$ cat src/isrb_pkg.sv
package isrb_pkg;
	localparam logic [7:0] CLA_ISO = 8'h00;
	localparam logic [7:0] INS_SELECT = 8'ha4;
	localparam logic [7:0] INS_READ = 8'hb0;
	localparam logic [7:0] SEL_BY_ID = 8'h00;
	localparam logic [7:0] SEL_CHILD = 8'h01;
	localparam logic [7:0] SEL_EF = 8'h02;
	localparam logic [7:0] SEL_PARENT = 8'h03;
	localparam logic [7:0] SEL_BY_NAME = 8'h04;
	localparam logic [7:0] P2_FCI = 8'h00;
	localparam logic [7:0] P2_NO_FCI = 8'h0c;
	localparam logic [7:0] LC_NONE = 8'h00;
	localparam logic [7:0] LC_FID = 8'h02;
	localparam logic [7:0] LC_MAX = 8'h10;
	localparam logic [15:0] MF_FID = 16'h3f00;
	localparam logic [4:0] SFI_CURRENT = 5'h00;
	localparam logic [4:0] SFI_RFU = 5'h1f;
	localparam logic [1:0] P1_RFU_OK = 2'h0;
	localparam logic [3:0] RIGHT_FREE = 4'he;
	localparam logic [3:0] RIGHT_NEVER = 4'hf;
	localparam logic [8:0] MAX_RSP = 9'h100;
	localparam logic [15:0] SW_OK = 16'h9000;
	localparam logic [15:0] SW_MEM_FAIL = 16'h6581;
	localparam logic [15:0] SW_LENGTH = 16'h6700;
	localparam logic [15:0] SW_SECURITY = 16'h6982;
	localparam logic [15:0] SW_NOT_ALLOWED = 16'h6985;
	localparam logic [15:0] SW_NOT_FOUND = 16'h6a82;
	localparam logic [15:0] SW_BAD_P1P2 = 16'h6a86;
	localparam logic [15:0] SW_LC_VS_P1P2 = 16'h6a87;
	localparam logic [15:0] SW_BAD_INS = 16'h6d00;
	localparam logic [15:0] SW_BAD_CLA = 16'h6e00;
	localparam logic [7:0] REG_CTRL = 8'h00;
	localparam logic [7:0] REG_HDR = 8'h04;
	localparam logic [7:0] REG_LEN = 8'h08;
	localparam logic [7:0] REG_DATA0 = 8'h10;
	localparam logic [7:0] REG_DATA1 = 8'h14;
	localparam logic [7:0] REG_DATA2 = 8'h18;
	localparam logic [7:0] REG_DATA3 = 8'h1c;
	localparam logic [7:0] REG_STATUS = 8'h20;
	localparam logic [7:0] REG_IRQ_ST = 8'h24;
	localparam logic [7:0] REG_IRQ_MASK = 8'h28;
	localparam int CTRL_GO_BIT = 0;
	localparam int LEN_LE_LSB = 8;
	localparam int LEN_LE_PRES_BIT = 16;
	localparam int STAT_BUSY_BIT = 31;
	localparam int STAT_FILE_LSB = 20;
	localparam int STAT_LVL_LSB = 16;
	localparam int IRQ_DONE_BIT = 0;
	localparam int IRQ_ERR_BIT = 1;

	typedef enum logic [1:0] {
		LVL_NONE = 2'b00,
		LVL_MF = 2'b01,
		LVL_APP = 2'b10,
		LVL_FILE = 2'b11
	} isrb_level_e;

	typedef enum logic [1:0] {
		LK_FID = 2'b00,
		LK_NAME = 2'b01,
		LK_SFI = 2'b10
	} isrb_look_e;

	typedef struct packed {
		logic [7:0] cla;
		logic [7:0] ins;
		logic [7:0] p1;
		logic [7:0] p2;
	} isrb_hdr_s;

	typedef struct packed {
		isrb_look_e mode;
		logic [15:0] fid;
		logic [4:0] sfi;
		logic [3:0][31:0] name;
		logic [7:0] name_len;
	} isrb_lookup_s;

	typedef struct packed {
		logic exists;
		logic std;
		logic tmac;
		logic sdm_en;
		logic [3:0] rd;
		logic [3:0] rw;
		logic [3:0] sdm_rd;
		logic ctr_ovf;
		logic [23:0] ctr;
		logic [23:0] ctr_lim;
		logic [15:0] size;
	} isrb_attr_s;

	typedef struct packed {
		logic [7:0] data;
		logic last;
	} isrb_rsp_s;
endpackage : isrb_pkg

$ cat src/isrb_handler.sv
// What this block does
// Select data length 0..16; empty selects master.
// Select mode 04h looks up directory name.
// Missing target gives 6A82h, selection kept.
// Length 6700h, P1/P2 6A86h, class 6E00h.
// Chained or multi-pass ongoing gives 6985h.
// Length disagreeing with select mode gives 6A87h.
// Read is class 00h, B0h, plain only.
// No free right and unique right Fh: 6982h.
// P1 bit7 set: RFU zero, SFI, byte offset.
// SFI 00h is current file; 1Fh reserved.
// P1 bit7 clear: 15-bit offset from P1,P2.
// Le 00h reads rest of file, max 256.
// Unique read counter overflow gives 6982h.
// Counter at or over limit gives 6982h.
// Authenticated session active gives 6982h.
// No file, non-standard, transaction MAC: 6985h.
// Instruction A4h selects master, application or file.
// Selection never returns control information data.
// Data then status word; 9000h, 6A82h, 6581h.
`timescale 1ns/1ps
`default_nettype none
module isrb_handler (
	input wire logic clk_i,
	input wire logic rst_i,
	input wire logic wb_cyc_i,
	input wire logic wb_stb_i,
	input wire logic wb_we_i,
	input wire logic [7:0] wb_adr_i,
	input wire logic [3:0] wb_sel_i,
	input wire logic [31:0] wb_dat_i,
	output logic [31:0] wb_dat_o,
	output logic wb_ack_o,
	input wire logic chain_busy_i,
	input wire logic aes_session_active_i,
	input wire logic leakage_resilient_session_active_i,
	output logic lk_req_o,
	output isrb_pkg::isrb_lookup_s lk_key_o,
	input wire logic lk_done_i,
	input wire logic lk_found_i,
	input wire isrb_pkg::isrb_level_e lk_level_i,
	input wire logic [4:0] lk_file_i,
	output logic [4:0] attr_file_o,
	input wire isrb_pkg::isrb_attr_s attr_i,
	output logic mem_rd_o,
	output logic [14:0] mem_addr_o,
	input wire logic mem_ack_i,
	input wire logic mem_err_i,
	input wire logic [7:0] mem_data_i,
	output logic rsp_valid_o,
	input wire logic rsp_ready_i,
	output isrb_pkg::isrb_rsp_s rsp_o,
	output logic irq_o
);
	import isrb_pkg::*;

	typedef enum logic [2:0] {
		ST_IDLE = 3'b000,
		ST_SEL_LOOK = 3'b001,
		ST_RD_LOOK = 3'b010,
		ST_RD_CHECK = 3'b011,
		ST_RD_MEM = 3'b100,
		ST_RD_SEND = 3'b101,
		ST_SW_HI = 3'b110,
		ST_SW_LO = 3'b111
	} isrb_state_e;

	typedef struct packed {
		isrb_state_e st;
		isrb_hdr_s hdr;
		logic [7:0] lc;
		logic [7:0] le;
		logic le_pres;
		logic [3:0][31:0] data;
		logic [15:0] sw;
		isrb_level_e lvl;
		logic [4:0] sel_file;
		logic [4:0] tgt;
		logic [14:0] off;
		logic [8:0] cnt;
		logic [7:0] rsp_byte;
		logic [1:0] irq_st;
		logic [1:0] irq_mask;
		logic irq;
		logic ack;
		logic [31:0] rdat;
	} isrb_core_s;

	isrb_core_s q;
	isrb_core_s d;

	function automatic logic [31:0] merge(input logic [31:0] old, input logic [31:0] wr,
		input logic [3:0] sel);
		logic [31:0] r;
		r = old;
		for (int i = 0; i < 4; i++)
		begin
			if (sel[i])
			begin
				r[8*i +: 8] = wr[8*i +: 8];
			end
		end
		return r;
	endfunction : merge

	function automatic logic is_free(input logic [3:0] right);
		return right == RIGHT_FREE;
	endfunction : is_free

	// A select data length fits its mode only in these combinations.
	function automatic logic sel_len_ok(input logic [7:0] p1, input logic [7:0] lc);
		case (p1)
			SEL_BY_ID: return lc == LC_NONE || lc == LC_FID;
			SEL_CHILD, SEL_EF: return lc == LC_FID;
			SEL_PARENT: return lc == LC_NONE;
			default: return lc != LC_NONE;
		endcase
	endfunction : sel_len_ok

	logic wr;
	logic go;
	logic busy;
	logic fin;
	logic [15:0] fin_sw;
	logic [1:0] irq_set;
	logic [1:0] irq_clr;
	logic [15:0] fid;
	logic [15:0] avail;

	assign busy = q.st != ST_IDLE;
	assign fid = {q.data[0][7:0], q.data[0][15:8]};
	assign avail = attr_i.size - {1'b0, q.off};

	always_comb
	begin
		d = q;
		go = 1'b0;
		fin = 1'b0;
		fin_sw = SW_OK;
		irq_set = 2'b00;
		irq_clr = 2'b00;
		wr = wb_cyc_i && wb_stb_i && wb_we_i && !q.ack;
		d.ack = wb_cyc_i && wb_stb_i && !q.ack;
		// Command registers are frozen while a command runs, so a late write cannot
		// change the parameters that the checks are still looking at.
		if (wr)
		begin
			case (wb_adr_i)
				REG_CTRL: go = wb_sel_i[0] && wb_dat_i[CTRL_GO_BIT];
				REG_HDR: if (!busy) d.hdr = merge(q.hdr, wb_dat_i, wb_sel_i);
				REG_LEN:
				begin
					if (!busy && wb_sel_i[0])
						d.lc = wb_dat_i[7:0];
					if (!busy && wb_sel_i[1])
						d.le = wb_dat_i[LEN_LE_LSB +: 8];
					if (!busy && wb_sel_i[2])
						d.le_pres = wb_dat_i[LEN_LE_PRES_BIT];
				end
				REG_DATA0: if (!busy) d.data[0] = merge(q.data[0], wb_dat_i, wb_sel_i);
				REG_DATA1: if (!busy) d.data[1] = merge(q.data[1], wb_dat_i, wb_sel_i);
				REG_DATA2: if (!busy) d.data[2] = merge(q.data[2], wb_dat_i, wb_sel_i);
				REG_DATA3: if (!busy) d.data[3] = merge(q.data[3], wb_dat_i, wb_sel_i);
				REG_IRQ_ST: if (wb_sel_i[0]) irq_clr = wb_dat_i[1:0];
				REG_IRQ_MASK: if (wb_sel_i[0]) d.irq_mask = wb_dat_i[1:0];
				default: ;
			endcase
		end
		d.rdat = '0;
		if (d.ack && !wb_we_i)
		begin
			case (wb_adr_i)
				REG_HDR: d.rdat = q.hdr;
				REG_LEN: d.rdat = {15'h0000, q.le_pres, q.le, q.lc};
				REG_DATA0: d.rdat = q.data[0];
				REG_DATA1: d.rdat = q.data[1];
				REG_DATA2: d.rdat = q.data[2];
				REG_DATA3: d.rdat = q.data[3];
				REG_STATUS:
				begin
					d.rdat[STAT_BUSY_BIT] = busy;
					d.rdat[STAT_FILE_LSB +: 5] = q.sel_file;
					d.rdat[STAT_LVL_LSB +: 2] = q.lvl;
					d.rdat[15:0] = q.sw;
				end
				REG_IRQ_ST: d.rdat[1:0] = q.irq_st;
				REG_IRQ_MASK: d.rdat[1:0] = q.irq_mask;
				default: d.rdat = '0;
			endcase
		end

		unique case (q.st)
			ST_IDLE:
			begin
				if (go)
				begin
					if (q.hdr.p1[7])
						d.off = {7'h00, q.hdr.p2};
					else
						d.off = {q.hdr.p1[6:0], q.hdr.p2};
					d.tgt = q.sel_file;
					if (q.hdr.cla != CLA_ISO)
					begin
						fin = 1'b1;
						fin_sw = SW_BAD_CLA;
					end
					else if (q.hdr.ins == INS_SELECT)
					begin
						if (chain_busy_i)
						begin
							fin = 1'b1;
							fin_sw = SW_NOT_ALLOWED;
						end
						else if (q.hdr.p1 > SEL_BY_NAME
							|| (q.hdr.p2 != P2_FCI && q.hdr.p2 != P2_NO_FCI))
						begin
							fin = 1'b1;
							fin_sw = SW_BAD_P1P2;
						end
						else if (q.lc > LC_MAX)
						begin
							fin = 1'b1;
							fin_sw = SW_LENGTH;
						end
						else if (!sel_len_ok(q.hdr.p1, q.lc))
						begin
							fin = 1'b1;
							fin_sw = SW_LC_VS_P1P2;
						end
						else if (q.lc == LC_NONE || q.hdr.p1 == SEL_PARENT
							|| (q.hdr.p1 == SEL_BY_ID && fid == MF_FID))
						begin
							// The only parent of an application is the top level.
							d.lvl = LVL_MF;
							fin = 1'b1;
						end
						else
						begin
							d.st = ST_SEL_LOOK;
						end
					end
					else if (q.hdr.ins == INS_READ)
					begin
						if (chain_busy_i)
						begin
							fin = 1'b1;
							fin_sw = SW_NOT_ALLOWED;
						end
						else if (q.lc != LC_NONE || !q.le_pres)
						begin
							fin = 1'b1;
							fin_sw = SW_LENGTH;
						end
						else if (q.hdr.p1[7] && (q.hdr.p1[6:5] != P1_RFU_OK
							|| q.hdr.p1[4:0] == SFI_RFU))
						begin
							fin = 1'b1;
							fin_sw = SW_BAD_P1P2;
						end
						else if (q.hdr.p1[7] && q.hdr.p1[4:0] != SFI_CURRENT)
						begin
							d.st = ST_RD_LOOK;
						end
						else if (q.lvl != LVL_FILE)
						begin
							fin = 1'b1;
							fin_sw = SW_NOT_ALLOWED;
						end
						else
						begin
							d.st = ST_RD_CHECK;
						end
					end
					else
					begin
						fin = 1'b1;
						fin_sw = SW_BAD_INS;
					end
				end
			end
			ST_SEL_LOOK:
			begin
				if (lk_done_i)
				begin
					fin = 1'b1;
					if (lk_found_i)
					begin
						d.lvl = lk_level_i;
						d.sel_file = lk_file_i;
					end
					else
					begin
						fin_sw = SW_NOT_FOUND;
					end
				end
			end
			ST_RD_LOOK:
			begin
				if (lk_done_i)
				begin
					if (lk_found_i)
					begin
						// A short identifier both targets and selects the file.
						d.lvl = LVL_FILE;
						d.sel_file = lk_file_i;
						d.tgt = lk_file_i;
						d.st = ST_RD_CHECK;
					end
					else
					begin
						fin = 1'b1;
						fin_sw = SW_NOT_FOUND;
					end
				end
			end
			ST_RD_CHECK:
			begin
				fin = 1'b1;
				if (!attr_i.exists)
					fin_sw = SW_NOT_FOUND;
				else if (!attr_i.std || attr_i.tmac)
					fin_sw = SW_NOT_ALLOWED;
				else if (aes_session_active_i || leakage_resilient_session_active_i)
					fin_sw = SW_SECURITY;
				else if (!is_free(attr_i.rd) && !is_free(attr_i.rw)
					&& (!attr_i.sdm_en || attr_i.sdm_rd == RIGHT_NEVER))
					fin_sw = SW_SECURITY;
				else if (attr_i.sdm_en && attr_i.ctr_ovf)
					fin_sw = SW_SECURITY;
				else if (attr_i.sdm_en && attr_i.ctr >= attr_i.ctr_lim)
					fin_sw = SW_SECURITY;
				else if ({1'b0, q.off} >= attr_i.size)
					fin_sw = SW_BAD_P1P2;
				else if (q.le != 8'h00 && {8'h00, q.le} > avail)
					fin_sw = SW_LENGTH;
				else
				begin
					fin = 1'b0;
					d.st = ST_RD_MEM;
					if (q.le != 8'h00)
						d.cnt = {1'b0, q.le};
					else if (avail > {7'h00, MAX_RSP})
						d.cnt = MAX_RSP;
					else
						d.cnt = avail[8:0];
				end
			end
			ST_RD_MEM:
			begin
				if (mem_err_i)
				begin
					fin = 1'b1;
					fin_sw = SW_MEM_FAIL;
				end
				else if (mem_ack_i)
				begin
					d.rsp_byte = mem_data_i;
					d.st = ST_RD_SEND;
				end
			end
			ST_RD_SEND:
			begin
				if (rsp_ready_i)
				begin
					d.off = q.off + 15'h0001;
					d.cnt = q.cnt - 9'h001;
					if (q.cnt == 9'h001)
						fin = 1'b1;
					else
						d.st = ST_RD_MEM;
				end
			end
			ST_SW_HI:
			begin
				if (rsp_ready_i)
				begin
					d.rsp_byte = q.sw[7:0];
					d.st = ST_SW_LO;
				end
			end
			ST_SW_LO:
			begin
				if (rsp_ready_i)
				begin
					d.st = ST_IDLE;
					irq_set[IRQ_DONE_BIT] = 1'b1;
					irq_set[IRQ_ERR_BIT] = q.sw != SW_OK;
				end
			end
		endcase

		// Every answer, selection included, is the status word alone after any data.
		if (fin)
		begin
			d.sw = fin_sw;
			d.rsp_byte = fin_sw[15:8];
			d.st = ST_SW_HI;
		end
		// A completion in the same cycle as its clear stays pending.
		d.irq_st = (q.irq_st & ~irq_clr) | irq_set;
		d.irq = |(d.irq_st & d.irq_mask);
	end

	always_ff @(posedge clk_i)
	begin
		if (rst_i)
			q <= '0;
		else
			q <= d;
	end

	assign wb_dat_o = q.rdat;
	assign wb_ack_o = q.ack;
	assign lk_req_o = q.st == ST_SEL_LOOK || q.st == ST_RD_LOOK;
	assign lk_key_o.mode = q.st == ST_RD_LOOK ? LK_SFI
		: (q.hdr.p1 == SEL_BY_NAME ? LK_NAME : LK_FID);
	assign lk_key_o.fid = fid;
	assign lk_key_o.sfi = q.hdr.p1[4:0];
	assign lk_key_o.name = q.data;
	assign lk_key_o.name_len = q.lc;
	assign attr_file_o = q.tgt;
	assign mem_rd_o = q.st == ST_RD_MEM;
	assign mem_addr_o = q.off;
	assign rsp_valid_o = q.st == ST_RD_SEND || q.st == ST_SW_HI || q.st == ST_SW_LO;
	assign rsp_o.data = q.rsp_byte;
	assign rsp_o.last = q.st == ST_SW_LO;
	assign irq_o = q.irq;
endmodule : isrb_handler
`default_nettype wire

$ cat config.mk
export PLATFORM = sky130hd
export DESIGN_NAME = isrb_handler
export DESIGN_NICKNAME = d
export VERILOG_FILES = /design/src/isrb_pkg.sv /design/src/isrb_handler.sv
export SDC_FILE = /design/constraint.sdc
export NUM_CORES = 1
export LEC_CHECK = 0
export BUFFER_PORTS_ARGS = -buffer_cell sky130_fd_sc_hd__buf_2
export CAP_MARGIN = 20
export CORE_UTILIZATION = 25
export DETAILED_ROUTE_END_ITERATION = 8
export SKIP_CTS_REPAIR_TIMING = 1
export SLEW_MARGIN = 10
export SYNTH_ARGS = -nofsm -noshare
export SYNTH_HDL_FRONTEND = slang
export SYNTH_SLANG_ARGS = --single-unit
$ cat constraint.sdc
create_clock -name clk_i -period 9.35 [get_ports clk_i]
set_clock_uncertainty 0.1 [all_clocks]
set_input_delay 1.87 -clock clk_i [delete_from_list [all_inputs] [get_ports clk_i]]
set_output_delay 1.87 -clock clk_i [all_outputs]
set_load 0.1 [all_outputs]
==> impl_metrics.tcl, run 1 <==
set metrics [dict create \
    synth_top_area_frac 0.344 \
    antenna_found_initial 5 \
    via_count 14547 \
    clk_pin_slew_ns 0.06 \
    drc 0 \
    drt-wirelength-per-cell_um 21.2 \
    die_w_um 254 \
    power_density_nw_per_um2 184 \
    port_buffers 377 \
    h-tree-depth 1 \
    cpPeakStageDelay_ns 0.70 \
    core_sq_um 62200 \
    chipHeight_um 254 \
    crit_arrival_ns 5.51 \
    path_cells "buf_2 -> inv_1 -> ha_1 -> inv_1 -> fa_1 -> a21o_1 -> a221oi_2 -> xor2_1 -> ha_1 -> nand3_1 -> o21a_1 -> or4_1 -> o21ba_2 -> o21ai_0 -> a2111oi_2" \
    syn_area_per_cell_sq_um 8.30 \
    maxSlewHeadroom 0.226 \
    yosys-top-cells-area "dfxtp_1, buf_4, mux2i_1" \
    final_layout_size_suffix_gt1_frac 0.236 \
    place.gp.congestion 0.892 \
    area_delta_synth_final_pct 13.4 \
    leakage_nw 6.99 \
    grt.overflow.total 0 \
    ys_async_sr_fraction 0 \
    status "finished, final reports clean" \
    ir_worst_vdd_v 0.000126 \
    crit_type "input port to register" \
    clk_latency_ns 0.59 \
    netlist_instances 1907 \
    synth_seq_cells 272 \
    ys_warn_count 0 \
    fin_crit_ns 5.16 \
    post-route-period-util 0.552 \
    dieArea_sq_um 64300 \
    drv_cap 0 \
    r2r_slack_ns 4.94 \
    min_delay_worst_endpoint "lk_key_o[135]" \
    r2r_start "mem_addr_o[0]" \
    synth-seq-area-share 0.344 \
    dp_hpwl_um 46600 \
    synth_fp_nets 2111 \
    nNetsFinal 2227 \
    dr.pass1.iters 7 \
    grt_setup_unrepaired "no" \
    drt_iter0_drc 1299 \
    max_freq_mhz 194 \
    rows 91 \
    r2r_cells 13 \
    end_kind "register" \
    initial_core_util 0.254 \
    detail_route.wirelength_um 61100 \
    cp_max_fo 13 \
    netlist_area_sq_um 15800 \
    dr.max_layer_used "met4" \
    required_ns 9.69 \
    cpMaxStageDelayCell "or4_1" \
    final_util 0.289 \
    ant_nets 0 \
    grt_pass1_wl_um 88500 \
    r2r-end "rsp_o[4]" \
    hp-start "lk_key_o[135]" \
    cts_buffer_depth 3 \
    cp.buffers_inverters 3 \
    start_kind "input port" \
    cts-root-buf "clkbuf_16" \
    finalSetupViolations 0 \
    cts_sinks 272 \
    dr_wl_met3_um 4100 \
    yosys-top-cells-count "dfxtp_1, nor2_1, buf_4" \
    worst_pin_slew_ns 1.15 \
    finalHoldViolations 0 \
    grt_pass1_vias 13537 \
    cts_made_buffers 31 \
    finalMaxSlewViolations 0 \
    yosysTopAreaCell "dfxtp_1" \
    synth_most_common_cell "dfxtp_1" \
    fin_tns_setup_ns 0 \
    grt_max_degree 92 \
    netlist-cell-type-count 83 \
    cts_tree "built" \
    io_pins 378 \
    worstHoldPathCells 2 \
    met2_length_um 27200 \
    crit_family "compound AO/OA/AOI/OAI gates" \
    avgViaCountPerCell 5.04 \
    grt_usage 0.182 \
    min_path_type "register to register" \
    synth_ff_type "dfxtp_1" \
    synth_edf_count 0 \
    met1Wirelength_um 28300 \
]
## layer usage
metal,GRT usage,up-vias
met5,0,-
met4,0.0478,0
met3,0.0310,73
met2,0.286,565
met1,0.256,7018
li1,-,6891
## worst max path at each step
stage	start	to	slack, ns	cells after the start
floorplan	attr_i[0]	rsp_o[2]	4.15	16
global placement	attr_i[0]	rsp_o[4]	3.62	15
detailed placement	attr_i[0]	q[53]	3.61	15
CTS	q[276]	lk_key_o[158]	4.10	3
global route	attr_i[0]	q[53]	3.97	16
finish	attr_i[0]	rsp_o[4]	4.19	15
## layout make-up
class | instances | area (sq um)
fillers | 6748 | 44200
multi-input cells | 1264 | 8140
flip-flops and latches | 272 | 5450
repair buffers | 398 | 2050
well taps | 837 | 1050
clock buffers | 41 | 853
inverters | 56 | 210
clock inverters | 13 | 181
diodes | 4 | 10.0
## state kept, by name, summed over array words and instances, names as in the netlist
| signal | count |
|---|---|
| irq_o | 1 |
| lk_key_o | 141 |
| wb_dat_o | 32 |
| attr_file_o | 5 |
| wb_ack_o | 1 |
| mem_addr_o | 15 |
| rsp_o | 8 |
| q | 69 |
## cells in the final DEF, fill, tap and decap left out, types with 6 or more instances in the layout
| cell | n |
|---|---|
| nand2b_1 | 15 |
| or3_1 | 10 |
| nor4_1 | 19 |
| xor2_1 | 6 |
| and4_1 | 6 |
| a21o_1 | 14 |
| buf_2 | 376 |
| o211ai_1 | 17 |
| buf_4 | 21 |
| mux2i_1 | 157 |
| o21ai_0 | 60 |
| clkbuf_16 | 31 |
| ha_1 | 50 |
| a211oi_1 | 15 |
| and3_1 | 13 |
| a222oi_1 | 13 |
| a21oi_1 | 108 |
| a221oi_1 | 8 |
| nand3_1 | 38 |
| inv_1 | 54 |
| nand4_1 | 20 |
| or2_2 | 8 |
| nor3_1 | 28 |
| a22oi_1 | 78 |
| dfxtp_1 | 272 |
| clkbuf_1 | 6 |
| o21a_1 | 9 |
| a311oi_1 | 15 |
| or4_1 | 6 |
| and2_1 | 6 |
| o31ai_1 | 9 |
| nand2_1 | 154 |
| nor2_1 | 245 |
| a31oi_1 | 48 |
| xnor2_1 | 9 |
## per-stage QoR
| step | std cells | cell area [sq um] | setup slack [ns] | power (mW) | hold slack, ns |
|---|---|---|---|---|---|
| 3_5_place_dp | 2826 | 16900 | 3.61 | 2.06 | 0.361 |
| 6_report | 2885 | 17900 | 4.19 | 3.30 | 0.369 |
| 4_1_cts | 2880 | 17900 | 4.10 | 3.34 | 0.369 |
| 2_1_floorplan | 1907 | 15800 | 4.15 | 1.86 | 0.345 |
| 3_3_place_gp | 2825 | 16900 | 3.62 | 2.07 | 0.356 |
| 5_1_grt | 2884 | 17900 | 3.97 | 3.45 | 0.380 |
## logic make-up after synthesis
kind of cell / share of synthesized area
simple gates: 0.173
compound gates: 0.192
buf+inv: 0.142
flops: 0.344
mux: 0.0993
fa+ha+maj: 0.0408
xor+xnor: 0.00830
## worst register-to-register path, stage by stage (launching register included)
cell	delay, ns
dfxtp_1	0.58
ha_1	0.26
inv_1	0.06
fa_1	0.42
a21o_1	0.24
a221oi_2	0.30
xor2_1	0.16
ha_1	0.32
nand3_1	0.10
o21a_1	0.19
or4_1	0.70
o21ba_2	0.39
o21ai_0	0.31
a2111oi_2	0.12
## power breakdown
| group | internal (mW) | switching (mW) | total [mW] | leakage [nW] |
|---|---|---|---|---|
| Sequential | 1.21 | 0.0718 | 1.28 | 2.19 |
| Combinational | 0.202 | 0.555 | 0.757 | 4.30 |
| Clock | 0.748 | 0.520 | 1.27 | 0.503 |
Power figures use the tool's default switching activity.
==> run 2: changes to the inputs <==
--- a/config.mk
+++ b/config.mk
@@ -5,6 +5,7 @@
 export SDC_FILE = /design/constraint.sdc
 export NUM_CORES = 1
 export LEC_CHECK = 0
+export ABC_AREA = 1
 export BUFFER_PORTS_ARGS = -buffer_cell sky130_fd_sc_hd__buf_2
 export CAP_MARGIN = 20
 export CORE_UTILIZATION = 25
==> constraint.sdc (replaced) <==
create_clock -name clk_i -period 4.48 [get_ports clk_i]
set_clock_uncertainty 0.1 [all_clocks]
set_input_delay 0.896 -clock clk_i [delete_from_list [all_inputs] [get_ports clk_i]]
set_output_delay 0.896 -clock clk_i [all_outputs]
set_load 0.1 [all_outputs]
==> run 2 against run 1 <==
- flip-flop and latch count stayed put
- global-route usage is 0.26 points higher
- first-iteration DRC count is 13% lower
- clock power is 120% higher
- sequential power is 100% higher
- sequential share of layout area is 0.82 points lower
- register-to-register slack worse by 4.2 ns
- critical path depth is 8 higher
- worst setup slack worse by 3.5 ns
- synthesized cell count is 20% higher
==> impl_metrics.tcl, run 2 <==
set metrics [dict create \
    status "finished, final reports clean" \
    avgViaCountPerCell 4.67 \
    ir_worst_vdd_v 0.000279 \
    required_ns 4.86 \
    detail_route.wirelength_um 62300 \
    end_kind "register" \
    grt_setup_unrepaired "no" \
    yosysTopAreaCell "dfxtp_1" \
    cts_made_buffers 31 \
    h-tree-depth 1 \
    ys_warn_count 0 \
    die_w_um 255 \
    nNetsFinal 2655 \
    finalSetupViolations 0 \
    cts_tree "built" \
    port_buffers 377 \
    clk_latency_ns 0.59 \
    yosys-top-cells-count "nand2_1, dfxtp_1, inv_1" \
    fin_crit_ns 3.80 \
    hold_slack_ns 0.370 \
    maxSlewHeadroom 0.386 \
    path_cells "buf_2 -> inv_1 -> ha_1 -> inv_1 -> fa_1 -> nand3_1 -> nand3_2 -> nand2_1 -> nand2_1 -> xnor2_1 -> ha_1 -> and3_1 -> a21oi_1 -> o21ai_0 -> nand2_1 -> nor2_1 -> buf_4 -> nand4_2 -> nand2_4 -> nor2_8 -> o21ai_0 -> nor2_1 -> nor2_1" \
    grt_usage 0.185 \
    crit_arrival_ns 4.18 \
    synth-seq-area-share 0.341 \
    finalHoldViolations 0 \
    grt_pass1_wl_um 90400 \
    io_pins 378 \
    cp_max_fo 17 \
    dp_hpwl_um 48900 \
    cpMaxStageDelayCell "fa_1" \
    finalMaxSlewViolations 0 \
    cp.buffers_inverters 4 \
    area_delta_synth_final_pct 15.3 \
    grt.overflow.total 0 \
    drc 0 \
    leakage_nw 8.48 \
    fillers 7003 \
    rows 92 \
    synth_most_common_cell "nand2_1" \
    syn_area_per_cell_sq_um 6.96 \
    post-route-period-util 0.848 \
    crit_family "simple AND/OR/NAND/NOR gates" \
    netlist_area_sq_um 16000 \
    fin_tns_setup_ns 0 \
    cts_sinks 272 \
    crit_type "input port to register" \
    netlist_instances 2297 \
    grt_pass1_vias 14598 \
    worst_pin_slew_ns 0.917 \
    yosys-top-cells-area "dfxtp_1, buf_4, nand2_1" \
    synth_edf_count 0 \
    antenna_found_initial 9 \
    place.gp.congestion 0.910 \
    dieArea_sq_um 65000 \
    start_kind "input port" \
    largest_reg_flops 141 \
    clk_pin_slew_ns 0.06 \
    chipHeight_um 255 \
    synth_top_area_frac 0.341 \
    initial_core_util 0.253 \
    drt_iter0_drc 1131 \
    core_sq_um 63100 \
    ys_async_sr_fraction 0 \
    power_density_nw_per_um2 387 \
    via_count 15523 \
    ant_nets 0 \
    netlist-cell-type-count 54 \
    synth_seq_cells 272 \
    cts_buffer_depth 3 \
    synth_ff_type "dfxtp_1" \
    drv_cap 0 \
    cts-root-buf "clkbuf_16" \
    drt-wirelength-per-cell_um 18.7 \
    final_layout_size_suffix_gt1_frac 0.218 \
    mostFrequentLayoutCells "buf_2, nand2_1, dfxtp_1, inv_1, a21oi_1" \
    grt_max_degree 75 \
    cpPeakStageDelay_ns 0.42 \
    dr.pass1.iters 6 \
    min_path_type "register to register" \
    synth_fp_nets 2501 \
    max_freq_mhz 263 \
    final_common_cell "buf_2" \
]
==> run 2: cell types whose count changed after synthesis, sizes merged, moves of 21 or more <==
cell	delta
mux2i	-157
nand2	+232
a221oi	+21
a22oi	-77
o21ai	+167
nor2	-37
a21oi	+146
inv	+219
nand3	+62
o22ai	+21
clkbuf	-32
==> run 2: layout make-up <==
type,count,area (sq um),area share
Multi-Input combinational cell,1453,7550,0.410
Sequential cell,272,5450,0.295
Timing Repair Buffer,415,2180,0.118
Tap cell,846,1060,0.0574
Inverter,278,1050,0.0569
Clock buffer,41,883,0.0479
Clock inverter,17,263,0.0143
Antenna cell,1,2.50,0.000136
==> run 2: kinds of logic (layout without fill, tap and decap cells) <==
group                    after synthesis  in the layout  share of synthesized area
XOR/XNOR                               8              8                    0.00438
adder cells (fa/ha/maj)               51             51                     0.0404
other                                  0              1                          0
AO/OA/AOI/OAI                        610            610                      0.212
flip-flops                           272            272                      0.341
AND/OR/NAND/NOR                      784            784                      0.214
buffers and inverters                572            751                      0.188
==> run 2: report_power, final <==
part / leakage, nW / total [mW] / switching (mW) / internal (mW)
clock: 0.559 / 2.84 / 1.11 / 1.74
combinational: 5.72 / 1.70 / 1.30 / 0.404
sequential: 2.19 / 2.60 / 0.0789 / 2.52
==> run 2: worst register-to-register path, stage by stage, from the launching register on <==
cell,delay [ns]
dfxtp_1,0.40
ha_1,0.17
inv_1,0.06
fa_1,0.42
nand3_1,0.12
nand3_2,0.11
nand2_1,0.08
nand2_1,0.08
xnor2_1,0.28
ha_1,0.31
and3_1,0.18
a21oi_1,0.11
o21ai_0,0.09
nand2_1,0.07
nor2_1,0.04
buf_4,0.16
nand4_2,0.16
nand2_4,0.10
nor2_8,0.29
o21ai_0,0.19
nor2_1,0.11
nor2_1,0.05
==> run 2: worst paths after layout <==
path / cells past startpoint / start / slack (ns) / end
worst max-delay path: 23 / attr_i[0] / 0.68 / q[277]
worst min-delay path: 2 / lk_key_o[37] / 0.37 / lk_key_o[37]
worst max register to register: 21 / mem_addr_o[0] / 0.72 / q[277]
worst min register to register: 2 / lk_key_o[37] / 0.37 / lk_key_o[37]
==> run 2: stage by stage <==
stage | setup WS, ns | area, sq um | utilization | power (mW) | std cells
after floorplan | 0.403 | 16000 | - | 3.96 | 2297
after global placement | 0.169 | 17300 | 0.274 | 4.34 | 3264
after detailed placement | 0.0808 | 17300 | 0.274 | 4.35 | 3264
after CTS | 0.709 | 18400 | 0.292 | 7.21 | 3322
after global routing | 0.297 | 18400 | 0.292 | 7.47 | 3322
final | 0.683 | 18400 | 0.292 | 7.14 | 3323
==> run 2: metal layers <==
| layer | track usage | vias to the layer above | wire length (um) |
|---|---|---|---|
| li1 | - | 7781 | - |
| met1 | 0.236 | 7102 | 27100 |
| met2 | 0.307 | 520 | 28600 |
| met3 | 0.0406 | 108 | 4610 |
| met4 | 0.0609 | 12 | 1900 |
| met5 | 0 | - | 80 |
